==> src/rtl/srm_pkg.sv <==
// shared constants of the sensor register map
package srm_pkg;
  // serial bus device address
  localparam logic [6:0] DEV_ADDR = 7'h60;
  // area a and status addresses
  localparam logic [7:0] A_STATUS = 8'h00;
  localparam logic [7:0] A_PRES_HI = 8'h01;
  localparam logic [7:0] A_PRES_MID = 8'h02;
  localparam logic [7:0] A_PRES_LO = 8'h03;
  localparam logic [7:0] A_TEMP_HI = 8'h04;
  localparam logic [7:0] A_TEMP_LO = 8'h05;
  localparam logic [7:0] A_READY = 8'h06;
  localparam logic [7:0] A_DELTA_END = 8'h0B;
  localparam logic [7:0] A_ID = 8'h0C;
  localparam logic [7:0] A_FIFO_FLAGS = 8'h0D;
  localparam logic [7:0] A_FIFO_OLD = 8'h0E;
  // stored bank addresses
  localparam logic [7:0] A_PTGT_HI = 8'h16;
  localparam logic [7:0] A_PTGT_LO = 8'h17;
  localparam logic [7:0] A_TTGT = 8'h18;
  localparam logic [7:0] A_PWND_HI = 8'h19;
  localparam logic [7:0] A_PWND_LO = 8'h1A;
  localparam logic [7:0] A_TWND = 8'h1B;
  localparam logic [7:0] A_PMIN_HI = 8'h1C;
  localparam logic [7:0] A_PMIN_MID = 8'h1D;
  localparam logic [7:0] A_PMIN_LO = 8'h1E;
  localparam logic [7:0] A_TMIN_HI = 8'h1F;
  localparam logic [7:0] A_TMIN_LO = 8'h20;
  localparam logic [7:0] A_PMAX_HI = 8'h21;
  localparam logic [7:0] A_PMAX_MID = 8'h22;
  localparam logic [7:0] A_PMAX_LO = 8'h23;
  localparam logic [7:0] A_TMAX_HI = 8'h24;
  localparam logic [7:0] A_TMAX_LO = 8'h25;
  localparam logic [7:0] A_CTRL_ONE = 8'h26;
  localparam logic [7:0] A_CTRL_TWO = 8'h27;
  localparam logic [7:0] A_CTRL_THREE = 8'h28;
  localparam logic [7:0] A_CTRL_FOUR = 8'h29;
  localparam logic [7:0] A_CTRL_FIVE = 8'h2A;
  localparam logic [7:0] A_TRIM_P = 8'h2B;
  localparam logic [7:0] A_TRIM_T = 8'h2C;
  localparam logic [7:0] A_TRIM_H = 8'h2D;
  localparam int BANK_SIZE = 24;
  // field positions and masks of control_one
  localparam int STANDBY_ACTIVE_BIT_BIT = 0;
  localparam logic [7:0] CTRL_LIVE_MASK = 8'h05;
  // fifo mode encodings
  localparam logic [1:0] FMODE_OFF = 2'h0;
  localparam logic [1:0] FMODE_CIRC = 2'h1;
  localparam logic [1:0] FMODE_STOP = 2'h2;
  // reset value of every register
  localparam logic [7:0] REG_RESET = 8'h00;
endpackage : srm_pkg

==> src/rtl/srm_regmap.sv <==
// register map of the pressure and temperature sensor behind its serial port
//
// Behaviour
// - pointer steps by one from 0x16 to 0x2C
// - pointer wraps from 0x2D to 0x0C
// - going to standby keeps all contents
// - entering active clears 0x00 to 0x05
// - target, window, min, max always writable
// - control locked in active except live bits
// - minimum pressure is twenty bits over three
// - maximum pressure is twenty bits over three
// - min and max temperature are byte pairs
// - targets and windows high byte first
// - fifo mode selects area a view
// - address 0x00 aliases ready or fifo flags
// - fifo off: 0x01 to 0x03 give pressure
// - fifo off: temperature, wrap 0x05 to 0x00
// - fifo on: 0x01 is draining read port
// - fifo on: 0x02 to 0x05 read zero
// - device answers at bus address 0x60
`timescale 1ns/1ps
`default_nettype none
module srm_regmap #(
  // identification byte, value is arbitrary
  parameter logic [7:0] ID_VALUE = 8'h3C
) (
  // clock, reset and freeze
  input wire logic sys_clk,
  input wire logic rst_n,
  input wire logic clk_en,
  // serial pins
  input wire logic scl_in,
  input wire logic sda_in,
  output logic sda_out,
  output logic sda_oe,
  // measurement side
  input wire logic sample_load,
  input wire logic [19:0] pres_sample,
  input wire logic [11:0] temp_sample,
  input wire logic [7:0] ready_flags_in,
  // fifo side
  input wire logic [1:0] fifo_mode,
  input wire logic [7:0] fifo_flags,
  input wire logic [7:0] fifo_byte,
  output logic fifo_pop,
  // mode
  output logic active_mode,
  output logic act_entry,
  // stored settings
  output logic [15:0] pres_target,
  output logic [7:0] temp_target,
  output logic [15:0] pres_window,
  output logic [7:0] temp_window,
  output logic [19:0] pres_min,
  output logic [15:0] temp_min,
  output logic [19:0] pres_max,
  output logic [15:0] temp_max,
  output logic [7:0] control_one,
  output logic [7:0] control_two,
  output logic [7:0] control_three,
  output logic [7:0] control_four,
  output logic [7:0] control_five,
  output logic [7:0] pressure_user_trim,
  output logic [7:0] temp_user_trim,
  output logic [7:0] altitude_user_trim
);

  ////////////////////////////////////////////////////////////////////////////
  // helpers

  // index of a bank address into the array
  function automatic logic [4:0] bank_idx(input logic [7:0] a);
    logic [7:0] d;
    d = a - srm_pkg::A_PTGT_HI;
    return d[4:0];
  endfunction : bank_idx

  // inclusive address range test
  function automatic logic in_rng(input logic [7:0] a, input logic [7:0] lo,
                                  input logic [7:0] hi);
    return (a >= lo) && (a <= hi);
  endfunction : in_rng

  // auto-increment successor of an address
  function automatic logic [7:0] next_addr(input logic [7:0] a,
                                           input logic [1:0] fm);
    logic [7:0] n;
    n = a + 8'h01;
    case (a)
      srm_pkg::A_PRES_HI:
        n = (fm != srm_pkg::FMODE_OFF) ? a : n;
      srm_pkg::A_TEMP_LO:
        n = srm_pkg::A_STATUS;
      srm_pkg::A_DELTA_END:
        n = srm_pkg::A_READY;
      srm_pkg::A_FIFO_OLD:
        n = a;
      srm_pkg::A_TRIM_H:
        n = srm_pkg::A_ID;
      default:
        n = a + 8'h01;
    endcase
    return n;
  endfunction : next_addr

  ////////////////////////////////////////////////////////////////////////////
  // state

  localparam int BANK_LAST = srm_pkg::BANK_SIZE - 1;
  logic [7:0] bank_q [0:BANK_LAST];
  logic [7:0] ptr_q;
  logic [19:0] pres_q;
  logic [11:0] temp_q;
  logic [7:0] ready_q;
  logic act_entry_q;
  logic [7:0] rd_data;
  logic wr_stb;
  logic wr_first;
  logic [7:0] wr_byte;
  logic rd_take;

  ////////////////////////////////////////////////////////////////////////////
  // serial byte engine; drives low only, so the data line is tied zero
  srm_serial_slave u_link (
    .sys_clk(sys_clk),
    .rst_n(rst_n),
    .clk_en(clk_en),
    .scl_in(scl_in),
    .sda_in(sda_in),
    .sda_oe(sda_oe),
    .wr_stb(wr_stb),
    .wr_first(wr_first),
    .wr_byte(wr_byte),
    .rd_take(rd_take),
    .rd_data(rd_data)
  );
  assign sda_out = 1'b0;

  ////////////////////////////////////////////////////////////////////////////
  // write decode

  wire [4:0] cur_idx = bank_idx(ptr_q);
  wire [4:0] c1_idx = bank_idx(srm_pkg::A_CTRL_ONE);
  wire [7:0] cur_byte = bank_q[cur_idx];
  wire wr_data = wr_stb & ~wr_first;
  wire step_c = rd_take | wr_data;
  // settings and trims may change in any mode
  wire in_free = in_rng(ptr_q, srm_pkg::A_PTGT_HI, srm_pkg::A_TMAX_LO) |
                 in_rng(ptr_q, srm_pkg::A_TRIM_P, srm_pkg::A_TRIM_H);
  wire in_ctrl = in_rng(ptr_q, srm_pkg::A_CTRL_ONE, srm_pkg::A_CTRL_FIVE);
  wire at_c1 = (ptr_q == srm_pkg::A_CTRL_ONE);
  // in active only the standby and reset bits of control_one move
  wire [7:0] live_mask = srm_pkg::CTRL_LIVE_MASK;
  wire [7:0] c1_merged = (cur_byte & ~live_mask) | (wr_byte & live_mask);
  wire [7:0] wr_value = (at_c1 & active_mode) ? c1_merged : wr_byte;
  // read-only addresses and locked controls never reach the array
  wire bank_we = wr_data & (in_free | (in_ctrl & ~active_mode) | at_c1);
  wire act_entry_c = wr_data & at_c1 & ~active_mode & wr_value[srm_pkg::STANDBY_ACTIVE_BIT_BIT];

  ////////////////////////////////////////////////////////////////////////////
  // stored bank; leaving active touches nothing here
  always_ff @(posedge sys_clk or negedge rst_n)
  begin
    if (!rst_n)
    begin
      for (int i = 0; i < srm_pkg::BANK_SIZE; i++)
        bank_q[i] <= srm_pkg::REG_RESET;
    end
    else if (clk_en && bank_we)
      bank_q[cur_idx] <= wr_value;
  end

  ////////////////////////////////////////////////////////////////////////////
  // register pointer; the first written byte of a frame loads it
  always_ff @(posedge sys_clk or negedge rst_n)
  begin
    if (!rst_n)
      ptr_q <= srm_pkg::A_STATUS;
    else if (clk_en)
    begin
      if (wr_stb && wr_first)
        ptr_q <= wr_byte;
      else if (step_c)
        ptr_q <= next_addr(ptr_q, fifo_mode);
    end
  end

  ////////////////////////////////////////////////////////////////////////////
  // real-time area; the clear on activation beats a sample landing with it
  always_ff @(posedge sys_clk or negedge rst_n)
  begin
    if (!rst_n)
    begin
      pres_q <= 20'h00000;
      temp_q <= 12'h000;
      ready_q <= srm_pkg::REG_RESET;
      act_entry_q <= 1'b0;
    end
    else if (clk_en)
    begin
      act_entry_q <= act_entry_c;
      if (act_entry_c)
      begin
        pres_q <= 20'h00000;
        temp_q <= 12'h000;
        ready_q <= srm_pkg::REG_RESET;
      end
      else if (sample_load)
      begin
        pres_q <= pres_sample;
        temp_q <= temp_sample;
        ready_q <= ready_flags_in;
      end
    end
  end

  ////////////////////////////////////////////////////////////////////////////
  // read mux; area a follows the fifo mode field
  wire fifo_on = (fifo_mode != srm_pkg::FMODE_OFF);
  always_comb
  begin
    rd_data = 8'h00;
    case (ptr_q)
      srm_pkg::A_STATUS:
        rd_data = fifo_on ? fifo_flags : ready_q;
      srm_pkg::A_PRES_HI:
        rd_data = fifo_on ? fifo_byte : pres_q[19:12];
      srm_pkg::A_PRES_MID:
        rd_data = fifo_on ? 8'h00 : pres_q[11:4];
      srm_pkg::A_PRES_LO:
        rd_data = fifo_on ? 8'h00 : {pres_q[3:0], 4'h0};
      srm_pkg::A_TEMP_HI:
        rd_data = fifo_on ? 8'h00 : temp_q[11:4];
      srm_pkg::A_TEMP_LO:
        rd_data = fifo_on ? 8'h00 : {temp_q[3:0], 4'h0};
      srm_pkg::A_READY:
        rd_data = ready_q;
      srm_pkg::A_ID:
        rd_data = ID_VALUE;
      srm_pkg::A_FIFO_FLAGS:
        rd_data = fifo_flags;
      default:
        rd_data = (in_free | in_ctrl) ? cur_byte : 8'h00;
    endcase
  end

  // each byte taken from the fifo port drains one entry
  assign fifo_pop = rd_take & fifo_on & (ptr_q == srm_pkg::A_PRES_HI);

  ////////////////////////////////////////////////////////////////////////////
  // field views of the bank
  assign active_mode = bank_q[c1_idx][srm_pkg::STANDBY_ACTIVE_BIT_BIT];
  assign act_entry = act_entry_q;
  // pairs are high byte first
  assign pres_target = {bank_q[bank_idx(srm_pkg::A_PTGT_HI)],
                        bank_q[bank_idx(srm_pkg::A_PTGT_LO)]};
  assign temp_target = bank_q[bank_idx(srm_pkg::A_TTGT)];
  assign pres_window = {bank_q[bank_idx(srm_pkg::A_PWND_HI)],
                        bank_q[bank_idx(srm_pkg::A_PWND_LO)]};
  assign temp_window = bank_q[bank_idx(srm_pkg::A_TWND)];
  // twenty-bit extremes take the low byte's upper nibble
  assign pres_min = {bank_q[bank_idx(srm_pkg::A_PMIN_HI)],
                     bank_q[bank_idx(srm_pkg::A_PMIN_MID)],
                     bank_q[bank_idx(srm_pkg::A_PMIN_LO)][7:4]};
  assign pres_max = {bank_q[bank_idx(srm_pkg::A_PMAX_HI)],
                     bank_q[bank_idx(srm_pkg::A_PMAX_MID)],
                     bank_q[bank_idx(srm_pkg::A_PMAX_LO)][7:4]};
  // temperature extremes
  assign temp_min = {bank_q[bank_idx(srm_pkg::A_TMIN_HI)],
                     bank_q[bank_idx(srm_pkg::A_TMIN_LO)]};
  assign temp_max = {bank_q[bank_idx(srm_pkg::A_TMAX_HI)],
                     bank_q[bank_idx(srm_pkg::A_TMAX_LO)]};
  assign control_one = bank_q[c1_idx];
  assign control_two = bank_q[bank_idx(srm_pkg::A_CTRL_TWO)];
  assign control_three = bank_q[bank_idx(srm_pkg::A_CTRL_THREE)];
  assign control_four = bank_q[bank_idx(srm_pkg::A_CTRL_FOUR)];
  assign control_five = bank_q[bank_idx(srm_pkg::A_CTRL_FIVE)];
  assign pressure_user_trim = bank_q[bank_idx(srm_pkg::A_TRIM_P)];
  assign temp_user_trim = bank_q[bank_idx(srm_pkg::A_TRIM_T)];
  assign altitude_user_trim = bank_q[bank_idx(srm_pkg::A_TRIM_H)];
endmodule : srm_regmap
`default_nettype wire

==> src/rtl/srm_serial_slave.sv <==
// serial bus byte engine of the sensor register map
`timescale 1ns/1ps
`default_nettype none
module srm_serial_slave (
  // clock and reset
  input wire logic sys_clk,
  input wire logic rst_n,
  input wire logic clk_en,
  // serial pins, sda is open drain
  input wire logic scl_in,
  input wire logic sda_in,
  output logic sda_oe,
  // byte side
  output logic wr_stb,
  output logic wr_first,
  output logic [7:0] wr_byte,
  output logic rd_take,
  input wire logic [7:0] rd_data
);

  typedef enum logic [2:0] {
    ST_IDLE, ST_ADDR, ST_AACK, ST_WDATA, ST_WACK, ST_RDATA, ST_RACK
  } srm_link_e;

  srm_link_e state_q;
  logic scl_q;
  logic sda_q;
  logic [7:0] sh_q;
  logic [7:0] tx_q;
  logic [3:0] cnt_q;
  logic rw_q;
  logic first_q;
  logic nack_q;

  ////////////////////////////////////////////////////////////////////////////
  // line events, pins are sampled as synchronous inputs
  wire start_c = scl_in & scl_q & sda_q & ~sda_in;
  wire stop_c = scl_in & scl_q & ~sda_q & sda_in;
  wire rise_c = scl_in & ~scl_q;
  wire fall_c = ~scl_in & scl_q;
  wire got8_c = (cnt_q == 4'h8);

  // pull low for acks and for zero data bits only
  assign sda_oe = (state_q == ST_AACK) | (state_q == ST_WACK) |
                  ((state_q == ST_RDATA) & ~tx_q[7]);

  ////////////////////////////////////////////////////////////////////////////
  // transfer sequencer; start and stop win over any bit phase
  always_ff @(posedge sys_clk or negedge rst_n)
  begin
    if (!rst_n)
    begin
      state_q <= ST_IDLE;
      scl_q <= 1'b1;
      sda_q <= 1'b1;
      sh_q <= 8'h00;
      tx_q <= 8'hFF;
      cnt_q <= 4'h0;
      rw_q <= 1'b0;
      first_q <= 1'b0;
      nack_q <= 1'b0;
      wr_stb <= 1'b0;
      wr_first <= 1'b0;
      wr_byte <= 8'h00;
      rd_take <= 1'b0;
    end
    else if (clk_en)
    begin
      scl_q <= scl_in;
      sda_q <= sda_in;
      wr_stb <= 1'b0;
      rd_take <= 1'b0;
      if (start_c)
      begin
        state_q <= ST_ADDR;
        cnt_q <= 4'h0;
      end
      else if (stop_c)
        state_q <= ST_IDLE;
      else
        case (state_q)
          ST_ADDR, ST_WDATA:
            if (rise_c)
            begin
              sh_q <= {sh_q[6:0], sda_in};
              cnt_q <= cnt_q + 4'h1;
            end
            else if (fall_c && got8_c)
            begin
              if (state_q == ST_WDATA)
              begin
                wr_stb <= 1'b1;
                wr_byte <= sh_q;
                wr_first <= first_q;
                first_q <= 1'b0;
                state_q <= ST_WACK;
              end
              else if (sh_q[7:1] == srm_pkg::DEV_ADDR)
              begin
                rw_q <= sh_q[0];
                state_q <= ST_AACK;
              end
              else
                state_q <= ST_IDLE;
            end
          ST_AACK:
            if (fall_c)
            begin
              cnt_q <= 4'h0;
              first_q <= 1'b1;
              if (rw_q)
              begin
                tx_q <= rd_data;
                rd_take <= 1'b1;
                state_q <= ST_RDATA;
              end
              else
                state_q <= ST_WDATA;
            end
          ST_WACK:
            if (fall_c)
            begin
              cnt_q <= 4'h0;
              state_q <= ST_WDATA;
            end
          ST_RDATA:
            if (fall_c)
            begin
              if (cnt_q == 4'h7)
                state_q <= ST_RACK;
              else
              begin
                tx_q <= {tx_q[6:0], 1'b1};
                cnt_q <= cnt_q + 4'h1;
              end
            end
          ST_RACK:
            if (rise_c)
              nack_q <= sda_in;
            else if (fall_c)
            begin
              if (!nack_q)
              begin
                tx_q <= rd_data;
                rd_take <= 1'b1;
                cnt_q <= 4'h0;
                state_q <= ST_RDATA;
              end
              else
                state_q <= ST_IDLE;
            end
          default:
            state_q <= ST_IDLE;
        endcase
    end
  end

endmodule : srm_serial_slave
`default_nettype wire

==> config.mk <==
export PLATFORM = sky130hd
export DESIGN_NAME = srm_regmap
export DESIGN_NICKNAME = d
export VERILOG_FILES = /design/src/rtl/srm_pkg.sv /design/src/rtl/srm_regmap.sv /design/src/rtl/srm_serial_slave.sv
export SDC_FILE = /design/constraint.sdc
export NUM_CORES = 1
export LEC_CHECK = 0
export BUFFER_PORTS_ARGS = -buffer_cell sky130_fd_sc_hd__buf_2
export CORE_MARGIN = 2
export CORE_UTILIZATION = 55
export DETAILED_ROUTE_END_ITERATION = 10
export GPL_ROUTABILITY_DRIVEN = 1
export PLACE_DENSITY = 0.78
export SLEW_MARGIN = 10
export SYNTH_ARGS = -nofsm -noshare
export SYNTH_HDL_FRONTEND = slang
export SYNTH_SLANG_ARGS = --single-unit
==> constraint.sdc <==
create_clock -name sys_clk -period 4.6 [get_ports sys_clk]
set_input_delay 0.23 -clock sys_clk [delete_from_list [all_inputs] [get_ports sys_clk]]
set_output_delay 0.23 -clock sys_clk [all_outputs]
set_load 0.005 [all_outputs]
---- Word-level counts from Yosys, hierarchy flattened ----
Cells that the tools add are included.
operators by class
  add/sub/neg operators ................... 3
  order comparisons ....................... 8
  eq/ne operators ......................... 49
  mux-type cells .......................... 77
  bitwise gates (word level) .............. 37
  reduce and logical (&&, ||, !) cells .... 26
operator list
  operator              number
  $bwmux W192           1
  $mux W8               23
  $pmux W8 S9           1
  $bmux W8 S5           1
  $demux W8 S5          1
  $mux W20              2
  $pmux W8 S5           1
  $mux W3               13
  $mux W4               9
  $eq A8 B4 Y1 const B  4
  $eq A8 B3 Y1 const B  3
  $le A8 B6 Y1 const B  3
  $mux W12              2
  $pmux W8 S3           1
  $ne A4 B1 Y1 const B  5
  $and A1 B1 Y1         17
  $mux W1               17
  $eq A8 B2 Y1 const B  2
  $eq A8 B6 Y1 const B  2
  $ge A8 B6 Y1 const B  2
  $pmux W4 S4           1
  $reduce_and A8 Y1     2
  $pmux W3 S5           1
  $ne A2 B1 Y1 const B  7
  37 further kinds      79
word-level totals
  register bits after elaboration ......... 280
  input bits .............................. 64
  output and inout bits ................... 189

---- Logic depth before layout (Yosys ltp) ----
  depth in word-level cells ............... 11
  gate-level depth with buffers ........... 16

---- Modules after synthesis ----
From an unflattened synthesis, not the netlist that was laid out.
second synthesis, totals
  cells, all modules ...................... 1406
  area, all modules ....................... 15503.6 sq um
by module, submodules not included
  module            instances  cells each  area an instance (sq um)  sequential area each (sq um)
  srm_regmap        1          1228        13445.4                   6030.8
  srm_serial_slave  1          178         2058.2                    988.4

---- Worst setup path after synthesis ----
Ideal clock, no wire load.
  kind .................................... reg2reg
  start point ............................. reg ptr_q[1]
  end point ............................... reg bank_q[120] (netlist bit)
  arrival time ............................ 3403 ps
  data required time ...................... 4475 ps
  slack ................................... 1072 ps
  stages on the path, launching flop included .. 16
  cell sequence ........................... dfrtp_1 > buf_6 > buf_6 > buf_6 > buf_6 > buf_4 > inv_1 > ha_1 > clkbuf_1 > or3b_2 > a21oi_1 > o21ai_2 > or2_1 > buf_6 > nand4_4 > mux2_2
on the way
  cells in the longest elaborated chain, start to end .. 7
  elaborated cells on any way between the ends .. 26
  those cells by class .................... add/sub (1); order compare (8); eq/ne (1); mux (4); bitwise (7); reduce/logical (5)
RTL lines
  item                                                                       RTL line                              text
  start: declaration                                                         srm_regmap.sv:111                     logic [7:0] ptr_q;
  start signal: assignment                                                   srm_regmap.sv:178                     ptr_q <= srm_pkg::A_STATUS;
  start signal: assignment                                                   srm_regmap.sv:182                     ptr_q <= wr_byte;
  start signal: assignment                                                   srm_regmap.sv:184                     ptr_q <= next_addr(ptr_q, fifo_mode);
  $sub A5 B5 Y5, or another cell as far along                                srm_regmap.sv:74                      d = a - srm_pkg::A_PTGT_HI;
  $not A5 Y6 (implied by the code) or $logic_and A1 B1 Y1 (tied branches)    srm_regmap.sv:170, srm_regmap.sv:81
  $ge A6 B6 Y1 (implied by the code), or another cell as far along           srm_regmap.sv:170                     bank_q[cur_idx] <= wr_value;
  $logic_and A1 B1 Y1 (implied by the code) or $or A1 B1 Y1 (tied branches)  srm_regmap.sv:170, srm_regmap.sv:157
  $mux W8 (implied by the code) or $or A1 B1 Y1 (tied branches)              srm_regmap.sv:170, srm_regmap.sv:157
  $demux W8 S5 or $and A1 B1 Y1 (tied branches)                              srm_regmap.sv:170, srm_regmap.sv:157
  $bwmux W192 or $logic_and A1 B1 Y1 (tied branches)                         srm_regmap.sv:170, srm_regmap.sv:169
  end signal: indexed assignment                                             srm_regmap.sv:167                     bank_q[i] <= srm_pkg::REG_RESET;
  end signal: indexed assignment                                             srm_regmap.sv:170
  end: declaration                                                           srm_regmap.sv:110                     logic [7:0] bank_q [0:BANK_LAST];
Several ways; a longest one is shown, not always the timed one.
A chain may end at the register's enable or synchronous reset.

---- Worst setup path in the final report ----
  start point ............................. reg ptr_q[1]
  end point ............................... reg bank_q, in the netlist temp_user_trim[6]
on the way
  cells in the longest elaborated chain, start to end .. 8
  elaborated cells on any way between the ends .. 30
  those cells by class .................... add/sub (1); order compare (8); eq/ne (1); mux (7); bitwise (8); reduce/logical (5)
RTL lines
  item                                         RTL line                              text
  $sub A5 B5 Y5                                srm_regmap.sv:74
  $not A5 Y6 (implied by the code)             srm_regmap.sv:144, srm_regmap.sv:170
  $bmux W8 S5                                  srm_regmap.sv:144                     wire [7:0] cur_byte = bank_q[cur_idx];
  $mux W8 (implied by the code) (2 in series)  srm_regmap.sv:144
  $or A8 B3 Y8                                 srm_regmap.sv:154                     wire [7:0] c1_merged = (cur_byte & ~live_mask) | (wr_byte & live_mask);
  $mux W8                                      srm_regmap.sv:155                     wire [7:0] wr_value = (at_c1 & active_mode) ? c1_merged : wr_byte;
  $bwmux W192                                  srm_regmap.sv:170
Several ways; a longest one is shown, not always the timed one. The select of a mux whose other input is x is not followed.

==> results.yml <==
status:
  status: "complete, no violations"
global_routing:
  grt_max_degree: 124
  grtUsageTotal: 0.287
  grt_pass1_vias: 11500
  grt_pass1_wl_mm: 65.8
  gr-total-overflow: 0
  antenna_found_initial: 1
routing:
  wirelength_mm: 43.2
  viasPerCell: 6.16
  vias: 11700
  drtAntennaViolNets: 0
  first_pass_iters: 7
  drt_iter0_markers: 1164
  drc_errors: 0
  avgRoutedWirePerCell_um: 22.7
critical_path:
  start_kind: "flip-flop"
  cp.arrival_ns: 4.32
  critPathKind: "flip-flop to flip-flop"
  worstPathRequired_ns: 5.01
  path_max_fanout: 27
  worstSetupEndpointType: "flip-flop"
clock_network:
  post-cts-setup-buffers: 0
  clockBufferDepth: 3
  clk_pin_slew_ns: 0.06
  h-tree-depth: 1
  cts_made_buffers: 30
  clock_tree.root_cell: "clkbuf_16"
  insertion_delay_ns: 0.58
  post_cts_resized: 0
  cts_tree: "done"
  cts.sinks: 280
  cts.hold.buffers_added: 42
floorplanning:
  coreArea_um2: 27900
  die_x_um: 172
  io_pins: 253
  die_area_um2: 29700
  die_h_um: 172
  initial_utilization: 0.560
  rows: 61
flow_run:
  maxCapViolations: 0
power_and_ir_drop:
  peakVddDrop_uv: 260
  comb_power_share: 0.067
  p_seq_frac: 0.471
  pwr-share-clk: 0.462
  p_int_w: 0.00420
  power-per-cell-area_nw_per_um2: 321
  p_leak_nw: 8.26
  p_sw_frac: 0.235
  p_sw_w: 0.00129
timing:
  hold_ws_ns: 0.0240
  drv_slew: 0
  rsz0062_at_grt: "false"
  max_slew_margin: 0.163
  finClkSkew_ns: 0.0203
  setup_tns_ns: 0
  setup_violations: 0
  finalWorstSetupSlack_ns: 0.695
  finalHoldViolCount: 0
  fmax_mhz: 256
  finalCriticalPeriod_ns: 3.91
  timing.final.crit_share: 0.849
  tightest_slew_ns: 1.25
cells_and_area:
  stdcell_count: 1904
  fillers: 2214
  seq_area_um2: 7020
  diodes: 0
  multi_input_area_um2: 6620
  syn_to_final_growth_pct: 9.72
  drive_gt1_frac: 0.334
  stdcell_area_um2: 17100
  final_nets: 1575
logic_synthesis:
  synthesis.nets: 1510
  synthTopCellsByArea: "dfrtp_1 43%, buf_4 9.3%, mux2_2 7.4%, mux4_2 4.9%, nand2_1 3.4%"
  synth-seq-cells: 280
  yosys-top-cells-count: "270 x dfrtp_1, 193 x buf_4, 142 x nand2_1"
  synthCells: 1437
  async_flop_share: 1.00
  synth_most_common_cell: "dfrtp_1"
  ys_types: 80
  netlist_area_um2: 15600
  synth_warnings: 0
  yosysTopAreaCellShare: 0.433
  synth_top_cell_by_area: "dfrtp_1"
  seq_area_frac_synth: 0.450
  synth_edf_count: 0
  syn_avg_cell_area_um2: 10.9
  ys.flop_type: "dfrtp_1"
placed_design:
  dp_hpwl_mm: 29.7
  dpl_worst_slack_ns: 0.727
  post_dp_cell_area_um2: 15600
  io_buffers: 251
  gp_congestion: 0.885
  dpl.cell_count: 1803
min_path:
  hold_class: "input port to flip-flop"
==> power by group through the flow <==
| stage | logic (W) | clock network [W] | registers (W) |
|---|---|---|---|
| after detailed placement | 0.000333 | 0 | 0.00263 |
| after floorplan | 0.000215 | 0 | 0.00260 |
| final | 0.000366 | 0.00254 | 0.00258 |
| after CTS | 0.000365 | 0.00256 | 0.00258 |
| after global placement | 0.000327 | 0 | 0.00262 |
| after global routing | 0.000404 | 0.00269 | 0.00259 |
==> area by class of cell <==
cell class                      instances  share of cell area
Clock buffer                           40              0.0490
Clock inverter                         16              0.0127
Inverter                               15             0.00329
Multi-Input combinational cell        858               0.387
Sequential cell                       280               0.411
Tap cell                              378              0.0276
Timing Repair Buffer                  317               0.110
==> cell usage in the layout, fill, tap and decap left out, types with 10 or more instances in the layout <==
cell,netlist,final
dfrtp_1,270,268
buf_2,23,250
nand2_1,142,142
mux2_2,102,102
o21ai_0,87,87
nand3_1,52,52
a22o_1,50,50
o21ai_1,44,43
dlygate4sd3_1,0,42
mux2i_1,37,37
nor2_1,36,35
mux4_2,34,34
clkbuf_16,0,30
o211ai_1,23,23
buf_4,193,22
a22oi_1,20,20
mux2_1,20,20
a21oi_1,16,16
nand2b_1,13,13
and2_1,13,13
inv_1,12,12
a221oi_1,12,12
o21ai_2,10,11
a31oi_1,10,10
dfstp_2,10,10
==> state kept, by name, summed over array words and instances, names as in the netlist, 12 cells and up <==
register,count
pres_window,16
pres_target,16
pres_max,20
temp_max,16
temp_q,12
pres_q,20
pres_min,20
temp_min,16
bank_q,16
==> critical path: stages (launching register included) <==
cell and delay (ns):
dfrtp_4 0.65, ha_1 0.83, nor2b_1 0.65, a221oi_1 0.27
a221o_1 0.45, o31ai_4 0.67, o21ai_0 0.21
==> per-layer routing <==
| metal | share of wire | vias up | global-route usage |
|---|---|---|---|
| li1 | - | 5146 | - |
| met3 | 0.092 | 112 | 0.0623 |
| met1 | 0.40 | 5835 | 0.382 |
| met4 | 0.040 | 0 | 0.109 |
| met2 | 0.47 | 636 | 0.464 |
| met5 | 0 | - | 0 |
==> kinds of logic (layout without fill, tap and decap cells) <==
kind of cell | after synthesis | count (layout) | synth area share
multiplexers | 193 | 193 | 0.161
flip-flops | 280 | 280 | 0.450
adder cells (fa/ha/maj) | 10 | 10 | 0.00786
XOR/XNOR | 4 | 4 | 0.00225
buffers and inverters | 299 | 388 | 0.127
AND/OR/NAND/NOR | 331 | 331 | 0.110
other | 1 | 1 | 0.000240
AO/OA/AOI/OAI | 319 | 319 | 0.142
==> through the flow <==
stage	util	total power [W]
3_3_place_gp	0.560	0.00295
4_1_cts	0.613	0.00551
2_1_floorplan	-	0.00282
3_5_place_dp	0.560	0.00296
6_report	0.614	0.00549
5_1_grt	0.614	0.00568
==> final timing paths <==
path | depth (start not counted) | end | start | slack, ns
worst min register to register | 2 | altitude_user_trim[1]$_DFFE_PN0P_ | altitude_user_trim[1]$_DFFE_PN0P_ | 0.50
min in group asynchronous | 2 | u_link.rw_q$_DFFE_PN0P_ | rst_n | 0.33
worst max-delay path | 6 | temp_user_trim[6]$_DFFE_PN0P_ | ptr_q[1]$_DFFE_PN0P_ | 0.69
max in group asynchronous | 3 | ptr_q[0]$_DFFE_PN0P_ | rst_n | 2.96
worst min-delay path | 2 | u_link.scl_q$_DFFE_PN1P_ | scl_in | 0.02
worst max register to register | 6 | temp_user_trim[6]$_DFFE_PN0P_ | ptr_q[1]$_DFFE_PN0P_ | 0.69
Note: power is estimated with default switching activity, not from simulation.
